==> config.mk <==
export PLATFORM = sky130hd
export DESIGN_NAME = fbg_top
export DESIGN_NICKNAME = d
export VERILOG_FILES = /design/src/pkg/fbg_pkg.sv /design/src/hw/fbg_bit_timer.sv /design/src/hw/fbg_top.sv
export SDC_FILE = /design/constraint.sdc
export NUM_CORES = 1
export LEC_CHECK = 0
export ABC_AREA = 1
export BUFFER_PORTS_ARGS = -buffer_cell sky130_fd_sc_hd__buf_2
export CORE_ASPECT_RATIO = 1.1
export CORE_MARGIN = 2
export CORE_UTILIZATION = 65
export CTS_BUF_LIST = sky130_fd_sc_hd__clkbuf_4 sky130_fd_sc_hd__clkbuf_8
export CTS_CLUSTER_SIZE = 25
export DETAILED_ROUTE_END_ITERATION = 12
export HOLD_SLACK_MARGIN = 0.12
export PLACE_DENSITY = 0.83
export SYNTH_ARGS = -nofsm -noshare
export SYNTH_HDL_FRONTEND = slang
export SYNTH_SLANG_ARGS = --single-unit
==> constraint.sdc <==
create_clock -name clk -period 6.6 [get_ports clk]
set_clock_uncertainty 0.05 [all_clocks]
set_input_delay 0.66 -clock clk [delete_from_list [all_inputs] [get_ports clk]]
set_output_delay 0.66 -clock clk [all_outputs]
set_load 0.03 [all_outputs]
==> src/pkg/fbg_pkg.sv <==
package fbg_pkg;
    // reference rate and system clock, in Hz
    localparam int REF_HZ   = 48000000;
    localparam int CLK_HZ   = 250000000;
    // reference enable comes from a phase accumulator stepping in MHz units
    localparam int REF_STEP = REF_HZ / 1000000;
    localparam int REF_MOD  = CLK_HZ / 1000000;
    localparam int ACC_W    = 9;

    localparam int DIV_W    = 19;
    localparam int MASK_W   = 16;
    localparam int DATA_W   = 8;
    localparam int ADDR_W   = 8;
    localparam int POS_W    = 4;
    localparam int DIV_HI_W = 3;

    // register offsets
    localparam logic [7:0] OFS_DIV_LOW  = 8'h04;
    localparam logic [7:0] OFS_DIV_MID  = 8'h05;
    localparam logic [7:0] OFS_DIV_HIGH = 8'h06;
    localparam logic [7:0] OFS_TXM_LOW  = 8'h07;
    localparam logic [7:0] OFS_TXM_HIGH = 8'h08;
    localparam logic [7:0] OFS_RXM_LOW  = 8'h09;
    localparam logic [7:0] OFS_RXM_HIGH = 8'h0a;
    localparam logic [7:0] OFS_STATUS   = 8'h20;

    // status field positions
    localparam int ST_TX_RUN  = 0;
    localparam int ST_RX_RUN  = 1;
    localparam int ST_TX_PEND = 2;
    localparam int ST_RX_PEND = 3;
    localparam int ST_POS_LSB = 4;

    // reset values
    localparam logic [18:0] DIV_RESET  = 19'h00000;
    localparam logic [15:0] MASK_RESET = 16'h0000;
endpackage

==> src/hw/fbg_bit_timer.sv <==
`timescale 1ns/10ps
module fbg_bit_timer #(
    parameter int DIV_W  = fbg_pkg::DIV_W,
    parameter int MASK_W = fbg_pkg::MASK_W,
    parameter int POS_W  = fbg_pkg::POS_W
) (
    // clock and reset
    input  wire logic              clk,
    input  wire logic              resetn,
    // timing control
    input  wire logic              ref_tick,
    input  wire logic              enable,
    input  wire logic              char_start,
    input  wire logic [DIV_W-1:0]  divisor,
    input  wire logic [MASK_W-1:0] mask,
    // results
    output logic                   bit_tick,
    output logic                   running,
    output logic [POS_W-1:0]       bit_pos
);
    typedef struct packed {
        logic              running;
        logic [POS_W-1:0]  pos;
        logic [DIV_W:0]    cnt;
        logic [DIV_W-1:0]  div;
        logic [MASK_W-1:0] mask;
        logic              tick;
    } fbg_timer_state_t;

    fbg_timer_state_t st;
    fbg_timer_state_t next_st;

    // a zero length (divisor zero, mask bit clear) is set to one, ending a bit every reference tick
    function automatic logic [DIV_W:0] fbg_bit_len(input logic [DIV_W-1:0] d,
                                                   input logic [MASK_W-1:0] m,
                                                   input logic [POS_W-1:0] p);
        logic [DIV_W:0] len;
        len = {1'b0, d} + (DIV_W+1)'(m[p]); // [RULE13] [RULE12]
        if (len == '0) begin
            len = (DIV_W+1)'(1);
        end
        return len;
    endfunction

    always_comb begin
        next_st = st;
        next_st.tick = 1'b0;
        if (!enable) begin
            next_st.running = 1'b0;
        end else if (char_start) begin
            // settings are latched only here, so a live character keeps its timing
            next_st.running = 1'b1; // [RULE14]
            next_st.pos = '0;
            next_st.cnt = '0;
            next_st.div = divisor; // [RULE1]
            next_st.mask = mask;
        end else if (st.running && ref_tick) begin // [RULE2]
            if ((DIV_W+1)'(st.cnt + 1'b1) >= fbg_bit_len(st.div, st.mask, st.pos)) begin
                next_st.cnt = '0;
                next_st.tick = 1'b1;
                next_st.pos = POS_W'(st.pos + 1'b1);
            end else begin
                next_st.cnt = (DIV_W+1)'(st.cnt + 1'b1);
            end
        end
    end

    always_ff @(posedge clk) begin
        if (!resetn) begin
            st <= '0;
        end else begin
            st <= next_st;
        end
    end

    assign bit_tick = st.tick;
    assign running  = st.running;
    assign bit_pos  = st.pos;
endmodule

==> src/hw/fbg_top.sv <==
`timescale 1ns/10ps
// Overview of operation
// (RULE1) 19-bit divisor, 16-bit masks set bit rate
// (RULE2) bit timing derived from 48 MHz reference
// (RULE3) software writes divisor as truncated 48M/baud
// (RULE4) divisor split over three byte registers
// (RULE5) software keeps top divisor bits zero
// (RULE6) software computes 5-bit fractional index
// (RULE7) software picks transmit mask from table
// (RULE8) receive mask uses same index
// (RULE9) receive mask column by divisor parity
// (RULE10) common rates use precomputed settings
// (RULE11) divisor and masks read back written value
// (RULE12) divisor 4, zero masks gives 12M
// (RULE13) mask bit set adds one cycle
// (RULE14) new settings apply at next character
module fbg_top #(
    parameter int DIV_W  = fbg_pkg::DIV_W,
    parameter int MASK_W = fbg_pkg::MASK_W,
    parameter int ADDR_W = fbg_pkg::ADDR_W,
    parameter int DATA_W = fbg_pkg::DATA_W,
    parameter int POS_W  = fbg_pkg::POS_W
) (
    // clock and reset
    input  wire logic              clk,
    input  wire logic              resetn,
    // register port
    input  wire logic [ADDR_W-1:0] reg_addr,
    input  wire logic [DATA_W-1:0] reg_wdata,
    input  wire logic              reg_wr,
    input  wire logic              reg_rd,
    output logic [DATA_W-1:0]      reg_rdata,
    // transmitter side
    input  wire logic              tx_enable,
    input  wire logic              tx_char_start,
    output logic                   tx_bit_tick,
    // receiver side
    input  wire logic              rx_enable,
    input  wire logic              rx_char_start,
    output logic                   rx_bit_tick,
    // reference enable
    output logic                   ref_tick
);
    typedef struct packed {
        logic [DATA_W-1:0]         rdata;
        logic [DIV_W-1:0]          div;
        logic [MASK_W-1:0]         txm;
        logic [MASK_W-1:0]         rxm;
        logic [fbg_pkg::ACC_W-1:0] acc;
        logic                      ref_tick;
        logic                      tx_pend;
        logic                      rx_pend;
    } fbg_top_state_t;

    fbg_top_state_t st;
    fbg_top_state_t next_st;

    logic             tx_run;
    logic             rx_run;
    logic [POS_W-1:0] tx_pos;
    logic [POS_W-1:0] rx_pos;

    function automatic logic [DATA_W-1:0] fbg_read(input logic [ADDR_W-1:0] a,
                                                   input fbg_top_state_t s,
                                                   input logic [7:0] status);
        logic [DATA_W-1:0] d;
        d = '0;
        unique case (a)
            ADDR_W'(fbg_pkg::OFS_DIV_LOW):  d = s.div[7:0]; // [RULE11]
            ADDR_W'(fbg_pkg::OFS_DIV_MID):  d = s.div[15:8];
            // reserved high bits are not stored and read as zero
            ADDR_W'(fbg_pkg::OFS_DIV_HIGH): d = {5'h00, s.div[18:16]};
            ADDR_W'(fbg_pkg::OFS_TXM_LOW):  d = s.txm[7:0];
            ADDR_W'(fbg_pkg::OFS_TXM_HIGH): d = s.txm[15:8];
            ADDR_W'(fbg_pkg::OFS_RXM_LOW):  d = s.rxm[7:0];
            ADDR_W'(fbg_pkg::OFS_RXM_HIGH): d = s.rxm[15:8];
            ADDR_W'(fbg_pkg::OFS_STATUS):   d = status;
            default:                        d = '0;
        endcase
        return d;
    endfunction

    logic [fbg_pkg::ACC_W-1:0] acc_sum;
    logic [7:0]                status;

    always_comb begin
        next_st = st;
        next_st.ref_tick = 1'b0;
        // 48/250 exactly: the reference enable has no long-term drift
        acc_sum = fbg_pkg::ACC_W'(st.acc + fbg_pkg::ACC_W'(fbg_pkg::REF_STEP));
        if (acc_sum >= fbg_pkg::ACC_W'(fbg_pkg::REF_MOD)) begin
            next_st.acc = fbg_pkg::ACC_W'(acc_sum - fbg_pkg::ACC_W'(fbg_pkg::REF_MOD));
            next_st.ref_tick = 1'b1; // [RULE2]
        end else begin
            next_st.acc = acc_sum;
        end

        status = '0;
        status[fbg_pkg::ST_TX_RUN] = tx_run;
        status[fbg_pkg::ST_RX_RUN] = rx_run;
        status[fbg_pkg::ST_TX_PEND] = st.tx_pend;
        status[fbg_pkg::ST_RX_PEND] = st.rx_pend;
        status[fbg_pkg::ST_POS_LSB +: POS_W] = tx_pos;

        next_st.rdata = '0;
        if (reg_rd) begin
            next_st.rdata = fbg_read(reg_addr, st, status);
        end

        // a start clears pending; a write in the same cycle sets it again
        if (tx_enable && tx_char_start) begin
            next_st.tx_pend = 1'b0;
        end
        if (rx_enable && rx_char_start) begin
            next_st.rx_pend = 1'b0;
        end

        if (reg_wr) begin
            unique case (reg_addr)
                ADDR_W'(fbg_pkg::OFS_DIV_LOW): begin
                    next_st.div[7:0] = reg_wdata; // [RULE4]
                    next_st.tx_pend = 1'b1;
                    next_st.rx_pend = 1'b1;
                end
                ADDR_W'(fbg_pkg::OFS_DIV_MID): begin
                    next_st.div[15:8] = reg_wdata; // [RULE4]
                    next_st.tx_pend = 1'b1;
                    next_st.rx_pend = 1'b1;
                end
                ADDR_W'(fbg_pkg::OFS_DIV_HIGH): begin
                    next_st.div[18:16] = reg_wdata[fbg_pkg::DIV_HI_W-1:0]; // [RULE4]
                    next_st.tx_pend = 1'b1;
                    next_st.rx_pend = 1'b1;
                end
                ADDR_W'(fbg_pkg::OFS_TXM_LOW): begin
                    next_st.txm[7:0] = reg_wdata; // [RULE1]
                    next_st.tx_pend = 1'b1;
                end
                ADDR_W'(fbg_pkg::OFS_TXM_HIGH): begin
                    next_st.txm[15:8] = reg_wdata;
                    next_st.tx_pend = 1'b1;
                end
                ADDR_W'(fbg_pkg::OFS_RXM_LOW): begin
                    next_st.rxm[7:0] = reg_wdata;
                    next_st.rx_pend = 1'b1;
                end
                ADDR_W'(fbg_pkg::OFS_RXM_HIGH): begin
                    next_st.rxm[15:8] = reg_wdata;
                    next_st.rx_pend = 1'b1;
                end
                default: begin
                end
            endcase
        end
    end

    always_ff @(posedge clk) begin
        if (!resetn) begin
            st <= '0;
            st.div <= fbg_pkg::DIV_RESET;
            st.txm <= fbg_pkg::MASK_RESET;
            st.rxm <= fbg_pkg::MASK_RESET;
        end else begin
            st <= next_st;
        end
    end

    fbg_bit_timer #(
        .DIV_W  (DIV_W),
        .MASK_W (MASK_W),
        .POS_W  (POS_W)
    ) u_tx_timer (
        .clk        (clk),
        .resetn     (resetn),
        .ref_tick   (st.ref_tick),
        .enable     (tx_enable),
        .char_start (tx_char_start),
        .divisor    (st.div),
        .mask       (st.txm),
        .bit_tick   (tx_bit_tick),
        .running    (tx_run),
        .bit_pos    (tx_pos)
    );

    fbg_bit_timer #(
        .DIV_W  (DIV_W),
        .MASK_W (MASK_W),
        .POS_W  (POS_W)
    ) u_rx_timer (
        .clk        (clk),
        .resetn     (resetn),
        .ref_tick   (st.ref_tick),
        .enable     (rx_enable),
        .char_start (rx_char_start),
        .divisor    (st.div),
        .mask       (st.rxm),
        .bit_tick   (rx_bit_tick),
        .running    (rx_run),
        .bit_pos    (rx_pos)
    );

    assign reg_rdata = st.rdata;
    assign ref_tick  = st.ref_tick;
endmodule

==> After elaboration in Yosys (flattened, before gate mapping) <==
Cells that the tools add are included.
{ "totals": {"in_bits": 24, "elab_cells": 110, "out_inout_bits": 11, "reg_bits": 193} }
{ "classes": {"magnitude_cmp": 5, "n_eq_ne": 8, "muxes": 30, "n_bitwise": 5, "addsub": 8, "reduce_logical": 30} }
{ "ops": {"columns": ["operator", "n"], "rows": [
  ["two-way mux 20 bit", 10],
  ["two-way mux 24 bit", 4],
  ["one-hot mux 8 bit (8 select lines)", 1],
  ["adder 19 x 1 -> 20 bit", 2],
  ["adder 20 x 1 -> 20 bit (second input constant)", 2],
  ["greater-or-equal comparator 20 bit", 2],
  ["logical NOT 20 bit", 2],
  ["== test 8 x 3 -> 1 bit (second input constant)", 4],
  ["AND reduction 2 bit", 14],
  ["== test 8 x 4 -> 1 bit (second input constant)", 3],
  ["less-than comparator 4 x 5 -> 1 bit (second input constant)", 2],
  ["OR reduction 5 bit", 2],
  ["adder 9 x 6 -> 9 bit (second input constant)", 1],
  ["greater-or-equal comparator 9 x 8 -> 1 bit (second input constant)", 1],
  ["two-way mux 1 bit", 9],
  ["two-way mux 9 bit", 1],
  ["subtractor 9 x 8 -> 9 bit (second input constant)", 1],
  ["adder 4 x 1 -> 4 bit (second input constant)", 2],
  ["binary-select mux 1 bit (select 4 bit)", 2],
  ["== test 8 x 6 -> 1 bit (second input constant)", 1],
  ["two-way mux 4 bit", 2],
  ["nonzero test 2 bit", 4],
  ["OR reduction 4 bit", 2],
  ["AND reduction 3 bit", 2],
  ["3 further kinds", 10]
]} }

==> Longest topological paths before layout <==
Gate-level depths: netlist of run 1.
{ "depth": {"depth_word": 12, "ltp_mapped": 33, "ltp_nobuf": 32} }

==> Modules after synthesis <==
A second synthesis of run 1 with hierarchy kept.
{ "unflattened": {"hier_cells": 1662, "hier_area_um2": 11389.7} }
{ "by_module_without_submodules": {"columns": ["mod", "area_each_um2", "instances", "cells_per_inst"], "rows": [
  ["fbg_bit_timer (u_rx_timer)", 3933.8, 1, 580],
  ["fbg_bit_timer (u_tx_timer)", 3933.8, 1, 584],
  ["fbg_top", 3522.1, 1, 498]
]} }

==> Worst setup path after synthesis of run 1 <==
Ideal clock, no wire load.
{ "synth_timing": {"path_kind": "reg2reg", "start": "register u_rx_timer.st (netlist bit u_rx_timer.bit_pos[0])", "end": "register u_rx_timer.st[49] in the netlist's numbering", "synth_period_minus_slack_ps": 3474, "slack_ps": 3126, "arrival_ps": 3359, "setup_ps": 65, "path_stages_with_launch": 32, "path_cell_list": "dfxtp_1 > clkbuf_1 > nor2_1 > o32ai_1 > o211ai_1 > nand2_1 > ha_1 > nand2_2 > nor2_2 > nand2_1 > nor2_1 > xor2_1 > inv_1 > nand3_1 > nor2_1 > nand3_1 > nand2_1 > ha_1 > inv_1 > nand2_1 > nand2_1 > nand2_1 > nand2_1 > nand2_1 > nand2_1 > nand2_1 > nand2_1 > nand3_1 > nand2_2 > nand2_2 > buf_4 > nor2_1"} }
{ "synth_between": {"elab_chain_cells": 12} }
{ "synth_rtl": {"columns": ["item", "line_no", "rtl"], "rows": [
  ["start: declaration", "fbg_bit_timer.sv:30", "fbg_timer_state_t st;"],
  ["start signal: assignment", "fbg_bit_timer.sv:72", "st <= next_st;"],
  ["binary-select mux 1 bit (select 4 bit) *", "fbg_bit_timer.sv:38", "len = {1'b0, d} + (DIV_W+1)'(m[p]);"],
  ["two-way mux 1 bit (not written as such) *", "fbg_bit_timer.sv:38", null],
  ["adder 19 x 1 -> 20 bit *", "fbg_bit_timer.sv:38", null],
  ["logical NOT 20 bit", "fbg_bit_timer.sv:39", "if (len == '0) begin"],
  ["two-way mux 20 bit *", "fbg_bit_timer.sv:39", null],
  ["two-way mux 20 bit *", "fbg_bit_timer.sv:57", "end else if (st.running && ref_tick) begin"],
  ["two-way mux 20 bit *", "fbg_bit_timer.sv:50", "end else if (char_start) begin"],
  ["two-way mux 20 bit *", "fbg_bit_timer.sv:48", "if (!enable) begin"],
  ["greater-or-equal comparator 20 bit *", "fbg_bit_timer.sv:58", "if ((DIV_W+1)'(st.cnt + 1'b1) >= fbg_bit_len(st.div, st.mask, st.pos)) begin"],
  ["two-way mux 20 bit *", "fbg_bit_timer.sv:58", null],
  ["two-way mux 24 bit *", "fbg_bit_timer.sv:57", null],
  ["two-way mux 24 bit *", "fbg_bit_timer.sv:50", null]
]} }
Mark *: on every way between the ends. The rest lies on a longest branch, timed or not. The select of a mux whose other input is x is not followed.
A chain may end at the register's enable or synchronous reset.

==> Final worst setup path of run 1 <==
{ "layout_timing": {"start": "register u_tx_timer.st (netlist bit u_tx_timer.bit_pos[0])", "end": "register u_tx_timer.st[53] in the netlist's numbering"} }
{ "layout_between": {"elab_chain_cells": 12} }
{ "layout_rtl": {"columns": ["item", "line_no"], "rows": [
  ["start: declaration", "fbg_bit_timer.sv:30"],
  ["start signal: assignment", "fbg_bit_timer.sv:72"],
  ["binary-select mux 1 bit (select 4 bit) *", "fbg_bit_timer.sv:38"],
  ["two-way mux 1 bit (not written as such) *", "fbg_bit_timer.sv:38"],
  ["adder 19 x 1 -> 20 bit *", "fbg_bit_timer.sv:38"],
  ["logical NOT 20 bit", "fbg_bit_timer.sv:39"],
  ["two-way mux 20 bit *", "fbg_bit_timer.sv:39"],
  ["two-way mux 20 bit *", "fbg_bit_timer.sv:57"],
  ["two-way mux 20 bit *", "fbg_bit_timer.sv:50"],
  ["two-way mux 20 bit *", "fbg_bit_timer.sv:48"],
  ["greater-or-equal comparator 20 bit *", "fbg_bit_timer.sv:58"],
  ["two-way mux 20 bit *", "fbg_bit_timer.sv:58"],
  ["two-way mux 24 bit *", "fbg_bit_timer.sv:57"],
  ["two-way mux 24 bit *", "fbg_bit_timer.sv:50"]
]} }
Marked as above.

==> impl_metrics.csv, run 1 <==
group,metric,value,unit
logic_synthesis,synth_cell_types,46,
power_and_ir_drop,vdd_drop_max,0.000169,V
route,route.detailed.drc,0,
power_and_ir_drop,combPwrFrac,13.8,%
layout,nets,1563,
timing,finalSetupTns,0,ps
power_and_ir_drop,total_leakage_power,4.60,nW
logic_synthesis,synthesis.nets,1565,
logic_synthesis,avgSynthCellArea,7.15,sq um
run_status,outcome,"finished clean",
clock_network,cts_tree,"yes",
power_and_ir_drop,power_density,211,nW/um^2
setup_path,critPathCaptureType,"flip-flop",
logic_synthesis,syn_area,10600,sq um
logic_synthesis,yosysWarnings,0,
clock_network,clk_path_buf_depth,2,
timing,fin_crit_sh,67.4,%
setup_path,start_kind,"flip-flop",
logic_synthesis,ys_ff_latch,192,
timing,tightest_slew,1050,ps
floorplanning,ios,35,
layout,antenna_cells,0,
timing,slew_viol_final,0,
global_routing,groute.usage.overall,30.1,%
clock_network,cts_setup_buffers,0,
floorplanning,die_w,126,um
layout,layout_common_cells,"nand2_1, inv_1, dfxtp_1",
setup_path,critical_path.max_fanout,19,
route,ant_nets,0,
route,drtPass1Iterations,7,
timing,fin_ws,2150,ps
layout,drive_gt1_share,8.27,%
job,max-cap-violations,0,
clock_network,cts_buffers,17,
route,wl_per_cell,15.2,um
placed_design,pre_cts_ws,2230,ps
layout,final_area,11200,sq um
global_routing,antenna_found_initial,0,
layout,utilization,69.5,%
timing,timing.hold.ws,359,ps
power_and_ir_drop,p_total,2.37,mW
power_and_ir_drop,switchingPower,0.756,mW
clock_network,clkSlewWorstSetupHoldPaths,110,ps
placed_design,io_buffers,34,
clock_network,cts_hold_buf,0,
placed_design,gp_congestion,1.02,
setup_path,crit_path_start,"u_tx_timer.bit_pos[0]$_SDFFE_PN0P_",
global_routing,grt_pass1_vias,8899,
clock_network,post_cts_resized,0,
floorplanning,rows,49,
global_routing,grt_pass1_wl,43.1,mm
timing,hold_violations,0,
logic_synthesis,syn_inst,1489,
clock_network,ctsHtreeMaxLevel,4,
floorplanning,core,16200,sq um
floorplanning,start_util,65.8,%
setup_path,cpMostUsedCell,"nand2_1",
placed_design,numPlacedInstances,1672,
power_and_ir_drop,p_sw_share,31.8,%
timing,max_slew_margin,29.8,%
global_routing,overflow,0,
timing,setup_viol,0,
route,drtIter0Drc,766,
placed_design,place_area,10800,sq um
setup_path,cp.required,6960,ps
floorplanning,die_y,138,um
worst_hold_path,min-delay-start,"rx_enable",
route,viasPerCell,5.63,
timing,rsz0062_at_grt,"false",
power_and_ir_drop,seqPwrFrac,52.7,%
logic_synthesis,yosysSeqAreaShare,36.1,%
layout,area_delta_synth_final,5.61,%
setup_path,arrival,4800,ps
power_and_ir_drop,p_int,1.62,mW
clock_network,cts-root-buf,"clkbuf_8",
route,vias,9589,
setup_path,crit_type,"flip-flop to flip-flop",
setup_path,slowest_delay,590,ps
floorplanning,die_area,17400,sq um
clock_network,cts_sinks,192,
clock_network,clk_latency,480,ps
route,drt_wl_total,25.8,mm
global_routing,grt_max_degree,91,
placed_design,dpl.hpwl,19.3,mm
timing,fin_crit,4450,ps
setup_path,rr_startpoint,"u_tx_timer.bit_pos[0]$_SDFFE_PN0P_",
power_and_ir_drop,pwr-share-clk,33.6,%
setup_path,critPathSlowestCell,"dfxtp_1",
layout,final_cells,1704,
worst_hold_path,hp-class,"input port to flip-flop",
layout,layout_commonest_cell,"nand2_1",
timing,fmaxAchievable,0.225,GHz
==> power by group through the flow <==
stage          Combinational, mW  Sequential (mW)  Clock [mW]
3_3_place_gp               0.313             1.27           0
2_1_floorplan              0.251             1.26           0
4_1_cts                    0.326             1.25       0.805
6_report                   0.327             1.25       0.796
5_1_grt                    0.376             1.26       0.849
3_5_place_dp               0.323             1.28           0
==> flip-flops by register name, summed over array words and instances (netlist names) <==
| name | cells |
|---|---|
| u_tx_timer.running | 1 |
| u_rx_timer.running | 1 |
| u_rx_timer.st | 55 |
| u_tx_timer.bit_pos | 4 |
| u_tx_timer.bit_tick | 1 |
| reg_rdata | 8 |
| ref_tick | 1 |
| u_rx_timer.bit_tick | 1 |
| u_rx_timer.bit_pos | 4 |
| st | 61 |
| u_tx_timer.st | 55 |
==> final cells by class <==
type | instances | area, sq um
multi-input cells | 1038 | 5770
fillers | 1438 | 4940
flip-flops and latches | 192 | 3840
inverters | 201 | 754
well taps | 204 | 255
clock buffers | 18 | 241
repair buffers | 37 | 195
clock inverters | 14 | 183
==> worst max-delay path, delay by kind of cell, from the launching register on <==
family	cells	cell delay (ps)
AOI/OAI and AO/OA	3	550
xor gates and xnor gates	1	150
adders and majority gates	2	450
buffers and inverters	4	550
DFF	1	590
and+or+nand+nor	20	2020
==> per-layer routing <==
| layer | global-route usage [%] | wire (um) | share of wire, % |
|---|---|---|---|
| met1 | 39.4 | 11500 | 45 |
| met2 | 50.3 | 12300 | 48 |
| met3 | 4.64 | 1210 | 4.7 |
| met4 | 10.9 | 853 | 3.3 |
| met5 | 0 | 0 | 0 |
==> cells by family after synthesis <==
| logic type | synth area share (%) |
|---|---|
| adders and majority gates | 6.11 |
| and+or+nand+nor | 23.1 |
| muxes | 0.564 |
| xor gates and xnor gates | 6.04 |
| DFF | 36.1 |
| buffers and inverters | 9.70 |
| AOI/OAI and AO/OA | 18.4 |
==> worst paths after layout <==
| check | cells after the start | slack, ps | endpoint |
|---|---|---|---|
| worst max-delay path | 30 | 2150 | u_tx_timer.st[53]$_SDFFE_PN0P_ |
| worst min-delay path | 3 | 360 | u_rx_timer.running$_SDFFE_PN0P_ |
| worst max register to register | 30 | 2150 | u_tx_timer.st[53]$_SDFFE_PN0P_ |
| worst min register to register | 2 | 430 | u_tx_timer.st[4]$_SDFFE_PN0P_ |
==> Yosys cell counts, drive strengths merged <==
cell type | n | area (sq um)
nand2 | 245 | 950
inv | 199 | 747
dfxtp | 192 | 3840
nor2 | 174 | 741
o21ai | 166 | 842
a21oi | 160 | 801
xor2 | 55 | 489
ha | 52 | 651
nand3 | 47 | 258
clkbuf | 39 | 146
nand4 | 35 | 253
nor3 | 32 | 206
o22ai | 25 | 156
buf | 19 | 131
xnor2 | 15 | 154
mux2i | 6 | 60.1
o211ai | 4 | 30.0
o221ai | 4 | 35.0
a221oi | 3 | 26.3
nand3b | 3 | 22.5
o32ai | 3 | 26.3
a21o | 2 | 15.0
clkinv | 2 | 7.51
a211oi | 1 | 7.51
a22oi | 1 | 7.51
and2 | 1 | 6.26
and3 | 1 | 6.26
nor2b | 1 | 6.26
nor3b | 1 | 12.5
o21bai | 1 | 7.51
Note: power is estimated with default switching activity, not from simulation.
==> run 2, diff against run 1 <==
- clock period: 6.6 -> 4.4 ns (I/O delays scaled with it)
==> impl_metrics.csv, run 2 (synthesized netlist as in run 1, its figures left out) <==
group,metric,value,unit
timing,hold_violations,0,
clock_network,ctsHtreeMaxLevel,4,
placed_design,dpl.hpwl,19.2,mm
timing,tightest_slew,854,ps
layout,antenna_cells,0,
floorplanning,core,16200,sq um
setup_path,critical_path.max_fanout,15,
power_and_ir_drop,p_sw_share,31.5,%
timing,fmaxAchievable,0.252,GHz
setup_path,cp.required,4760,ps
clock_network,clk_path_buf_depth,2,
power_and_ir_drop,total_leakage_power,4.61,nW
clock_network,cts_setup_buffers,0,
layout,largest_register,"st",
global_routing,overflow,0,
setup_path,rrSetupSlack,440,ps
job,max-cap-violations,0,
layout,utilization,69.4,%
floorplanning,rows,49,
global_routing,grt_pass1_vias,8938,
floorplanning,die_w,126,um
setup_path,slowest_delay,410,ps
route,ant_nets,0,
timing,rsz0062_at_grt,"false",
route,wl_per_cell,15.1,um
setup_path,critPathSlowestCell,"dfxtp_2",
clock_network,cts-root-buf,"clkbuf_8",
floorplanning,die_y,138,um
route,vias,9580,
setup_path,crit_type,"flip-flop to flip-flop",
global_routing,antenna_found_initial,0,
layout,reg_top3,"st x61, u_rx_timer.st x55, u_tx_timer.st x55",
clock_network,clkSlewWorstSetupHoldPaths,110,ps
power_and_ir_drop,vdd_drop_max,0.000223,V
setup_path,critPathCaptureType,"flip-flop",
floorplanning,start_util,65.8,%
timing,fin_crit,3960,ps
clock_network,cts_tree,"yes",
power_and_ir_drop,seqPwrFrac,53.2,%
worst_hold_path,hp-class,"input port to flip-flop",
layout,fill_cells,1382,
layout,final_cells,1704,
timing,slew_viol_final,0,
power_and_ir_drop,p_int,2.41,mW
power_and_ir_drop,power_density,313,nW/um^2
setup_path,cpMostUsedCell,"nand2_1",
clock_network,cts_buffers,17,
clock_network,cts_sinks,192,
layout,layout_common_cells,"nand2_1, inv_1, dfxtp_1",
layout,final_area,11200,sq um
layout,nets,1564,
placed_design,io_buffers,34,
placed_design,place_area,10800,sq um
power_and_ir_drop,combPwrFrac,13.9,%
layout,largest_reg_flops,61,
route,drt_wl_total,25.7,mm
layout,layout_commonest_cell,"nand2_1",
power_and_ir_drop,pwr-share-clk,32.8,%
floorplanning,ios,35,
clock_network,post_cts_resized,0,
clock_network,clk_latency,470,ps
clock_network,cts_hold_buf,0,
timing,finalSetupTns,0,ps
route,drtPass1Iterations,5,
route,drtIter0Drc,668,
global_routing,groute.usage.overall,29.7,%
placed_design,gp_congestion,0.932,
route,route.detailed.drc,0,
placed_design,numPlacedInstances,1673,
global_routing,grt_max_degree,90,
global_routing,grt_pass1_wl,42.8,mm
layout,area_delta_synth_final,5.59,%
floorplanning,die_area,17400,sq um
run_status,outcome,"finished clean",
power_and_ir_drop,switchingPower,1.11,mW
layout,drive_gt1_share,8.60,%
timing,setup_viol,0,
timing,fin_crit_sh,90.1,%
setup_path,arrival,4320,ps
route,viasPerCell,5.62,
setup_path,start_kind,"flip-flop",
timing,max_slew_margin,43.0,%
==> run 2: power by group through the flow <==
stage / logic, mW / registers (mW) / clock network (mW)
6_report: 0.491 / 1.87 / 1.16
5_1_grt: 0.564 / 1.88 / 1.23
4_1_cts: 0.484 / 1.87 / 1.17
3_5_place_dp: 0.482 / 1.91 / 0
3_3_place_gp: 0.466 / 1.91 / 0
2_1_floorplan: 0.377 / 1.89 / 0
==> run 2: final timing paths <==
path / from / endpoint / depth (start not counted)
worst max-delay path: u_rx_timer.bit_pos[0]$_SDFFE_PN0P_ / u_rx_timer.bit_pos[3]$_SDFFE_PN0P_ / 30
worst min-delay path: rx_enable / u_rx_timer.running$_SDFFE_PN0P_ / 3
worst max register to register: u_rx_timer.bit_pos[0]$_SDFFE_PN0P_ / u_rx_timer.bit_pos[3]$_SDFFE_PN0P_ / 30
worst min register to register: u_rx_timer.st[50]$_SDFFE_PN0P_ / u_rx_timer.st[50]$_SDFFE_PN0P_ / 2
==> run 2: area by class of cell <==
| cell class | instances | area (sq um) | area share (%) |
|---|---|---|---|
| multi-input cells | 1038 | 5780 | 51.4 |
| flip-flops and latches | 192 | 3850 | 34.2 |
| inverters | 201 | 758 | 6.75 |
| well taps | 204 | 255 | 2.27 |
| clock buffers | 17 | 234 | 2.08 |
| repair buffers | 38 | 203 | 1.80 |
| clock inverters | 14 | 163 | 1.45 |
==> run 2: critical path, delay by kind of cell, from the launching register on <==
| kind | cells | cell delay (ps) |
|---|---|---|
| xor+xnor | 1 | 220 |
| fa+ha+maj | 2 | 430 |
| compound gates | 3 | 610 |
| simple gates | 22 | 1960 |
| flops | 1 | 410 |
| buf+inv | 2 | 210 |
==> run 2: metal layers <==
metal | track usage [%] | wire [um] | part of all wire [%]
met4 | 12.8 | 939 | 3.6
met5 | 0 | 0 | 0
met2 | 48.6 | 12000 | 47
met3 | 4.57 | 1220 | 4.7
met1 | 39.1 | 11600 | 45
==> run 2: through the flow <==
step	total power, mW	hold WS (ps)	worst slack (ps)
final	3.52	154	437
after floorplan	2.27	389	926
after global routing	3.68	155	28.1
after CTS	3.52	142	205
after detailed placement	2.39	422	220
after global placement	2.38	412	357
